--- src/spp_defines.vh ---
// Constants for the six-bit port with alternate functions.
// Assumes inclusion by bare name from the port design files.
`ifndef SPP_DEFINES_VH
`define SPP_DEFINES_VH

// ----------------------------------------
// Register byte addresses
// ----------------------------------------
`define SPP_ADDR_LATCH 32'hFFFFF40A
`define SPP_ADDR_DIR 32'hFFFFF42A
`define SPP_ADDR_MODE 32'hFFFFF44A
`define SPP_ADDR_FSEL 32'hFFFFF46A
`define SPP_ADDR_FSEL_EXP 32'hFFFFF70A
`define SPP_ADDR_PULLUP 32'hFFFFFC4A

// ----------------------------------------
// Field layout and reset values
// ----------------------------------------
`define SPP_IMPL_MASK 8'h3F
`define SPP_RST_LATCH 8'h00
`define SPP_RST_DIR 8'hFF
`define SPP_RST_MODE 8'h00
`define SPP_RST_FSEL 8'h00
`define SPP_RST_FSEL_EXP 8'h00
`define SPP_RST_PULLUP 8'h00
`define SPP_PIN_DBG_DIN 2
`define SPP_PIN_DBG_DOUT 3
`define SPP_PIN_DBG_CLK 4
`define SPP_PIN_DBG_MS 5

`endif

--- src/spp_sync.v ---
// Two-stage synchroniser for a vector of pin levels.
// Assumes the inputs are asynchronous to ref_clk.
`timescale 1ns/1ps
`default_nettype none
module spp_sync #(
    parameter WIDTH = 6
) (
    input wire ref_clk,
    input wire rst,
    input wire [WIDTH-1:0] async_in,
    output wire [WIDTH-1:0] sync_out
);
    reg [WIDTH-1:0] meta_r;
    reg [WIDTH-1:0] sync_r;

    // First stage feeds only the second
    always @(posedge ref_clk) begin
        if (rst) begin
            meta_r <= {WIDTH{1'b0}};
            sync_r <= {WIDTH{1'b0}};
        end else begin
            meta_r <= async_in;
            sync_r <= meta_r;
        end
    end

    assign sync_out = sync_r;
endmodule // spp_sync
`default_nettype wire

--- src/spp_port.v ---
// Six-bit general purpose port with direction, latch, read-back and alternate functions.
// Assumes a simple internal bus with one-cycle strobes and a debug enable from the debug block.
`timescale 1ns/1ps
`default_nettype none
`include "spp_defines.vh"
module spp_port (
    input wire ref_clk,
    input wire rst,
    // Internal bus
    input wire [31:0] bus_addr,
    input wire bus_wr,
    input wire bus_rd,
    input wire bus_bit_access,
    input wire [2:0] bus_bit_sel,
    input wire [7:0] bus_wdata,
    output reg [7:0] bus_rdata,
    output reg bus_rvalid,
    // Pins
    input wire [5:0] pin_in,
    output reg [5:0] pin_out,
    output reg [5:0] pin_oe,
    output reg [5:0] pin_pullup_en,
    // Alternate-function peripherals
    output reg [5:0] key_return_input,
    output reg [3:0] timer_capture_input,
    input wire [3:0] timer_compare_output,
    // Debug function
    input wire debug_mode_enable_bit,
    output reg debug_data_in,
    input wire debug_data_out,
    output reg debug_clock,
    output reg debug_mode_select,
    output reg debug_reset_pulldown_en
);
    localparam [1:0] SEL_TIMER_IN = 2'b01;
    localparam [1:0] SEL_TIMER_OUT = 2'b10;
    // Register numbers after address decode
    localparam [2:0] REG_NONE = 3'h0;
    localparam [2:0] REG_LATCH = 3'h1;
    localparam [2:0] REG_DIR = 3'h2;
    localparam [2:0] REG_MODE = 3'h3;
    localparam [2:0] REG_FSEL = 3'h4;
    localparam [2:0] REG_FSEL_EXP = 3'h5;
    localparam [2:0] REG_PULLUP = 3'h6;

    reg [7:0] latch_r;
    reg [7:0] dir_r;
    reg [7:0] mode_r;
    reg [7:0] fsel_r;
    reg [7:0] fsel_exp_r;
    reg [7:0] pullup_r;
    reg dbg_en_r;
    reg [7:0] rd_nxt;
    reg [5:0] out_nxt;
    reg [5:0] oe_nxt;
    reg [5:0] kr_nxt;
    reg [3:0] tin_nxt;
    wire [5:0] pin_sync;
    wire [2:0] reg_sel;
    integer i;

    // ----------------------------------------
    // Helpers
    // ----------------------------------------
    // Byte or single-bit merge into implemented bits
    function [7:0] wr_merge;
        input [7:0] old;
        input [7:0] wdata;
        input bit_access;
        input [2:0] sel;
        reg [7:0] m;
        begin
            m = bit_access ? (8'h01 << sel) : 8'hFF;
            wr_merge = ((old & ~m) | (wdata & m)) & `SPP_IMPL_MASK;
        end
    endfunction

    // Whole-address decode shared by write and read paths
    function [2:0] reg_decode;
        input [31:0] addr;
        begin
            case (addr)
                `SPP_ADDR_LATCH: reg_decode = REG_LATCH;
                `SPP_ADDR_DIR: reg_decode = REG_DIR;
                `SPP_ADDR_MODE: reg_decode = REG_MODE;
                `SPP_ADDR_FSEL: reg_decode = REG_FSEL;
                `SPP_ADDR_FSEL_EXP: reg_decode = REG_FSEL_EXP;
                `SPP_ADDR_PULLUP: reg_decode = REG_PULLUP;
                default: reg_decode = REG_NONE;
            endcase
        end
    endfunction

    // Decoded register of the current access
    assign reg_sel = reg_decode(bus_addr);

    // Pin synchroniser
    spp_sync #(
        .WIDTH(6)
    ) u_sync (
        .ref_clk(ref_clk),
        .rst(rst),
        .async_in(pin_in),
        .sync_out(pin_sync)
    );

    // ----------------------------------------
    // Register writes
    // ----------------------------------------
    // Writes by address; unmapped addresses ignored
    always @(posedge ref_clk) begin
        if (rst) begin
            latch_r <= `SPP_RST_LATCH;
            dir_r <= `SPP_RST_DIR & `SPP_IMPL_MASK;
            mode_r <= `SPP_RST_MODE;
            fsel_r <= `SPP_RST_FSEL;
            fsel_exp_r <= `SPP_RST_FSEL_EXP;
            pullup_r <= `SPP_RST_PULLUP;
        end else if (bus_wr) begin
            case (reg_sel)
                REG_LATCH: latch_r <= wr_merge(latch_r, bus_wdata, bus_bit_access, bus_bit_sel);
                REG_DIR: dir_r <= wr_merge(dir_r, bus_wdata, bus_bit_access, bus_bit_sel);
                REG_MODE: mode_r <= wr_merge(mode_r, bus_wdata, bus_bit_access, bus_bit_sel);
                REG_FSEL: fsel_r <= wr_merge(fsel_r, bus_wdata, bus_bit_access, bus_bit_sel);
                REG_FSEL_EXP: fsel_exp_r <= wr_merge(fsel_exp_r, bus_wdata, bus_bit_access, bus_bit_sel);
                REG_PULLUP: pullup_r <= wr_merge(pullup_r, bus_wdata, bus_bit_access, bus_bit_sel);
                default: ;
            endcase
        end
    end

    // ----------------------------------------
    // Register reads
    // ----------------------------------------
    // Read mux; data register mixes pin and latch per direction
    always @* begin
        case (reg_sel)
            REG_LATCH: rd_nxt = {2'b00, (dir_r[5:0] & pin_sync) | (~dir_r[5:0] & latch_r[5:0])};
            REG_DIR: rd_nxt = dir_r;
            REG_MODE: rd_nxt = mode_r;
            REG_FSEL: rd_nxt = fsel_r;
            REG_FSEL_EXP: rd_nxt = fsel_exp_r;
            REG_PULLUP: rd_nxt = pullup_r;
            default: rd_nxt = 8'h00;
        endcase
    end

    // Registered read data, one cycle after the strobe
    always @(posedge ref_clk) begin
        if (rst) begin
            bus_rdata <= 8'h00;
            bus_rvalid <= 1'b0;
        end else begin
            bus_rvalid <= bus_rd;
            if (bus_rd) begin
                bus_rdata <= rd_nxt;
            end
        end
    end

    // ----------------------------------------
    // Pin function steering
    // ----------------------------------------
    // Per-pin choice of port, alternate and debug function
    always @* begin
        out_nxt = 6'h00;
        oe_nxt = 6'h00;
        kr_nxt = 6'h00;
        tin_nxt = 4'h0;
        for (i = 0; i < 6; i = i + 1) begin
            if (!mode_r[i]) begin
                out_nxt[i] = latch_r[i];
                oe_nxt[i] = ~dir_r[i];
            end else if (i < 4) begin
                case ({fsel_exp_r[i], fsel_r[i]})
                    SEL_TIMER_IN: begin
                        kr_nxt[i] = pin_sync[i];
                        tin_nxt[i] = pin_sync[i];
                    end
                    SEL_TIMER_OUT: begin
                        out_nxt[i] = timer_compare_output[i];
                        oe_nxt[i] = 1'b1;
                    end
                    default: ; // Prohibited: pin left undriven
                endcase
            end else if (fsel_r[i]) begin
                kr_nxt[i] = pin_sync[i];
            end
        end
        // Debug function overrides pins 2 to 5
        if (dbg_en_r) begin
            out_nxt[`SPP_PIN_DBG_DIN] = 1'b0;
            oe_nxt[`SPP_PIN_DBG_DIN] = 1'b0;
            out_nxt[`SPP_PIN_DBG_DOUT] = debug_data_out;
            oe_nxt[`SPP_PIN_DBG_DOUT] = 1'b1;
            out_nxt[`SPP_PIN_DBG_CLK] = 1'b0;
            oe_nxt[`SPP_PIN_DBG_CLK] = 1'b0;
            out_nxt[`SPP_PIN_DBG_MS] = 1'b0;
            oe_nxt[`SPP_PIN_DBG_MS] = 1'b0;
        end
    end

    // Registered pin and peripheral outputs
    always @(posedge ref_clk) begin
        if (rst) begin
            dbg_en_r <= 1'b1;
            pin_out <= 6'h00;
            pin_oe <= 6'h00;
            pin_pullup_en <= 6'h00;
            key_return_input <= 6'h00;
            timer_capture_input <= 4'h0;
            debug_data_in <= 1'b0;
            debug_clock <= 1'b0;
            debug_mode_select <= 1'b0;
            debug_reset_pulldown_en <= 1'b1;
        end else begin
            dbg_en_r <= debug_mode_enable_bit;
            pin_out <= out_nxt;
            pin_oe <= oe_nxt;
            pin_pullup_en <= pullup_r[5:0] & ~oe_nxt;
            key_return_input <= kr_nxt;
            timer_capture_input <= tin_nxt;
            debug_data_in <= dbg_en_r & pin_sync[`SPP_PIN_DBG_DIN];
            debug_clock <= dbg_en_r & pin_sync[`SPP_PIN_DBG_CLK];
            debug_mode_select <= dbg_en_r & pin_sync[`SPP_PIN_DBG_MS];
            debug_reset_pulldown_en <= debug_mode_enable_bit;
        end
    end
endmodule // spp_port
`default_nettype wire

--- config.mk ---
export PLATFORM = sky130hd
export DESIGN_NAME = spp_port
export DESIGN_NICKNAME = d
export VERILOG_FILES = /design/src/spp_sync.v /design/src/spp_port.v
export VERILOG_INCLUDE_DIRS = /design/src
export SDC_FILE = /design/constraint.sdc
export NUM_CORES = 1
export LEC_CHECK = 0
export ABC_AREA = 1
export BUFFER_PORTS_ARGS = -buffer_cell sky130_fd_sc_hd__buf_4
export CAP_MARGIN = 40
export CORE_ASPECT_RATIO = 0.8
export CORE_UTILIZATION = 54
export CTS_BUF_LIST = sky130_fd_sc_hd__clkbuf_8
export DETAILED_ROUTE_END_ITERATION = 16
export PLACE_DENSITY = 0.94
export SYNTH_ARGS = -nofsm -noshare
export SYNTH_HDL_FRONTEND = slang
export SYNTH_HIERARCHICAL = 1
export SYNTH_SLANG_ARGS = --single-unit
--- constraint.sdc ---
create_clock -name ref_clk -period 1.9 [get_ports ref_clk]
set_clock_uncertainty 0.1 [all_clocks]
set_input_delay 0.38 -clock ref_clk [delete_from_list [all_inputs] [get_ports ref_clk]]
set_output_delay 0.38 -clock ref_clk [all_outputs]
set_load 0.005 [all_outputs]
### Word-level counts from Yosys, hierarchy flattened

Cells that the tools add are included.
Widths: inputs -> output; s select.

* logic and storage cells: 126
* register bits: 85
* input port bits: 60
* output and inout port bits: 41

* bitwise gates (word level): 41
* eq/ne operators: 20
* reduce and logical (&&, ||, !) cells: 15
* mux-type cells: 23
* shift operators: 1

Operators with widths (number)
* $eq 32x32->1 const B: 6
* $and 6x6->6: 10
* $or 6x6->6: 7
* $pmux 6 s6: 1
* $reduce_or 3->1: 8
* $mux 1: 18
* $not 1->1: 18
* $not 6->6: 3
* $pmux 3 s6: 1
* $reduce_and 2->1: 6
* $eq 3x3->1 const B: 3
* $eq 2x1->1 const B: 4
* $eq 2x2->1 const B: 4
* $eq 3x2->1 const B: 2
* $mux 6: 1
* $shl 1x3->6 const A: 1
* $mux 4: 1
* $and 1x1->1: 3
* $eq 3x1->1 const B: 1
* $mux 2: 1
* $reduce_or 2->1: 1

### Logic depth before layout (Yosys ltp)

* word-level depth: 6
* mapped depth: 11

### By module

The synthesis kept the hierarchy.

By module, submodules not included
* spp_port: area each 3363.2 µm², cells an instance 493, seq. area each 1421.4 µm², times used 1
* spp_sync: area each 341.6 µm², cells an instance 37, seq. area each 240.2 µm², times used 1

### Worst setup path before layout

No wires, ideal clock.

* path kind: input-to-reg
* start: input port bus_addr[2]
* end: register (tool-made name)
* path slack: 255 ps
* library setup time: 119 ps
* arrival: 1426 ps
* stages: 10
* cells stage by stage: inv_1 nand2_1 nor2_2 nand2_1 nor2_2 nand2_2 nor2_4 nand2_1 o21ai_0 a21oi_1

RTL lines
* start: declaration: line spp_port.v:10 `input wire [31:0] bus_addr,`

==> flow_summary_export.csv <==
group,metric,value,unit
worst_setup_path,endpoint_kind,"flop",
worst_hold_path,hold_class,"in2reg",
sta,rsz0062_at_grt,"no",
grt,grt_use_total,0.283,
sta,timing.final.crit_share,0.907,
worst_setup_path,cpMaxStageDelayCell,"nand3_2",
yosys,synth_seq_cells,83,
floorplanning,placement_rows,26,
cts,post-cts-setup-buffers,0,
worst_setup_path,path_common_cell,"nand2_1",
routing,wl_per_cell,13.8,um
cts,insertion_delay,0.34,ns
routing,avgViaCountPerCell,5.37,
grt,grt_antenna_before_repair,0,
finish,fin_area,4770,sq um
grt,grt_max_degree,64,
floorplanning,die_w,94.6,um
worst_setup_path,worstSetupStartpoint,"bus_addr[2]",
outcome,status,"finished, final reports clean",
cts,clkTransAtPathRegs,0.08,ns
grt,grt_pass1_wl,15900,um
routing,wirelength,9940,um
yosys,yosysTopAreaCell,"dfxtp_1",
finish,area_delta_synth_final,28.9,%
worst_setup_path,crit_cells,9,
grt,grt_pass1_vias,3583,
worst_setup_path,slowest_delay,0.32,ns
place,gp_congestion,0.853,
worst_setup_path,crit_chain,"buf_4 > inv_1 > nand2_1 > nor2_2 > nand2_1 > nor2_4 > nand3_2 > o21ai_0 > a21oi_1",
cts,cts-root-buf,"clkbuf_8",
routing,drc_errors,0,
floorplanning,fp.dieH,76.1,um
routing,vias,3877,
grt,overflow,0,
yosys,post-synth-top-count-cell,"nand2_1",
finish,n_antenna_cell,0,
sta,min_period,1.72,ns
yosys,synth.cell_area,3700,sq um
pwr,leakagePower,2.13,nW
place,dpl-instance-area,4570,sq um
yosys,ys_seq_area_frac,0.448,
worst_setup_path,crit_type,"in2reg",
worst_setup_path,critPathRequiredTime,2.02,ns
worst_hold_path,hp-start,"debug_mode_enable_bit",
worst_setup_path,critPathMaxFanout,12,
sta,hold_viol,0,
sta,fin_tns_setup,0,ns
sta,slew_viol_final,0,
worst_setup_path,cp.arrival,1.85,ns
worst_hold_path,hold_path_end,"dbg_en_r$_SDFF_PP1_",
cts,clock-sinks,83,
floorplanning,dieArea,7200,sq um
pwr,ir_drop,0.000632,V
finish,final_cells,722,
finish,layout-drive-gt1-share,0.238,
worst_setup_path,critPathTopFamily,"simple AND/OR/NAND/NOR gates",
yosys,synth_edf_count,0,
yosys,yosysTopAreaCellShare,0.448,
routing,detail-route-antenna-nets,0,
place,placed_cells,707,
sta,setup_viol,0,
finish,postLayoutCoreUtil,0.734,
floorplanning,initial_core_util,0.569,
worst_setup_path,r2r_end,"bus_rdata[3]$_SDFFE_PP0P_",
worst_setup_path,r2r_cells,7,
yosys,synthTopCellsByCount,"122 x nand2_1, 83 x dfxtp_1, 62 x nor2_1",
cts,ctsResizeCount,0,
finish,layout.nets,694,
yosys,avgSynthCellArea,6.99,sq um
worst_hold_path,min_path_cells,2,
cts,clk_path_buf_depth,2,
routing,first_pass_iters,5,
worst_setup_path,reg2reg_slack,0.57,ns
pwr,power,3.29,mW
yosys,async_flop_share,0,
yosys,synth_warnings,6,
job,max_cap_viol_count,0,
place,hpwl,7140,um
cts,htree_levels,3,
place,io_buffers,96,
routing,drt_iter0_markers,352,
cts,numCtsBuffers,9,
yosys,ys.flop_type,"dfxtp_1",
worst_setup_path,cp_num_buf_inv,2,
cts,ctsHoldBuffers,0,
worst_setup_path,cp-start-kind,"primary input",
yosys,synth_area_leaders,"dfxtp_1 45%, nand2_1 12%, nand3_1 7.4%",
floorplanning,boundaryPins,101,
yosys,yosysUniqueCellTypes,27,
pwr,p_per_area,689,nW/um^2
cts,cts_tree,"yes",
floorplanning,core_area,6510,sq um
sta,max_freq,580,MHz
yosys,syn_inst,530,
## per-stage QoR
| stage | setup slack [ns] | hold slack [ns] |
|---|---|---|
| global route | 0.0734 | 0.113 |
| global placement | -0.0402 | 0.290 |
| floorplan | 0.255 | 0.288 |
| finish | 0.176 | 0.117 |
| CTS | 0.225 | 0.111 |
| detailed placement | -0.130 | 0.295 |
## layout make-up
| class | instances | area [sq um] |
|---|---|---|
| fill | 526 | 1730 |
| multi-input combinational | 364 | 1690 |
| sequential | 83 | 1660 |
| timing repair buffer | 112 | 878 |
| inverter | 64 | 240 |
| clock buffer | 11 | 151 |
| tap | 84 | 105 |
| clock inverter | 4 | 50.0 |
## worst max-delay path by stage
| stage | end |
|---|---|
| 5_1_grt | flop |
| 4_1_cts | flop |
| 3_3_place_gp | flop |
| 3_5_place_dp | flop |
| 6_report | flop |
| 2_1_floorplan | flop |
## cells by family after synthesis
group,after synthesis,share of synthesized area
other,1,0.00101
and+or+nand+nor,278,0.332
DFF,83,0.448
muxes,1,0.00304
buffers and inverters,84,0.0969
AOI/OAI and AO/OA,83,0.119
## metal layers
metal | routed length (um) | share of wire | global-route usage
met2 | 4850 | 0.49 | 0.483
met3 | 955 | 0.096 | 0.0619
met4 | 308 | 0.031 | 0.129
met1 | 3810 | 0.38 | 0.337
met5 | 11 | 0.0011 | 0
## report_power, final
part,switching (mW),internal [mW]
Clock,0.598,0.669
Sequential,0.00763,1.76
Combinational,0.136,0.125
Total,0.742,2.55
## cell usage in the layout (no fill, tap or decap)
master	synthesis	final
or2_2	1	1
nand3_2	3	3
nor2_4	6	6
buf_4	6	109
nor4_1	1	1
buf_12	0	3
nor3_1	17	17
nand2_2	4	4
bufinv_16	0	1
o211ai_1	5	5
nor2_2	6	6
nor2_1	62	62
inv_1	60	60
o21ai_1	3	3
clkinvlp_4	0	2
inv_2	4	4
or2_1	1	1
a21oi_1	41	41
mux2_2	1	1
o21ai_0	29	29
nand3_1	55	55
a211oi_1	3	3
clkbuf_8	0	11
nand2_1	122	122
a31oi_1	1	1
o31ai_1	1	1
clkinv_2	0	1
conb_1	1	2
dfxtp_1	83	83
Note: power is estimated with default switching activity, not from simulation.
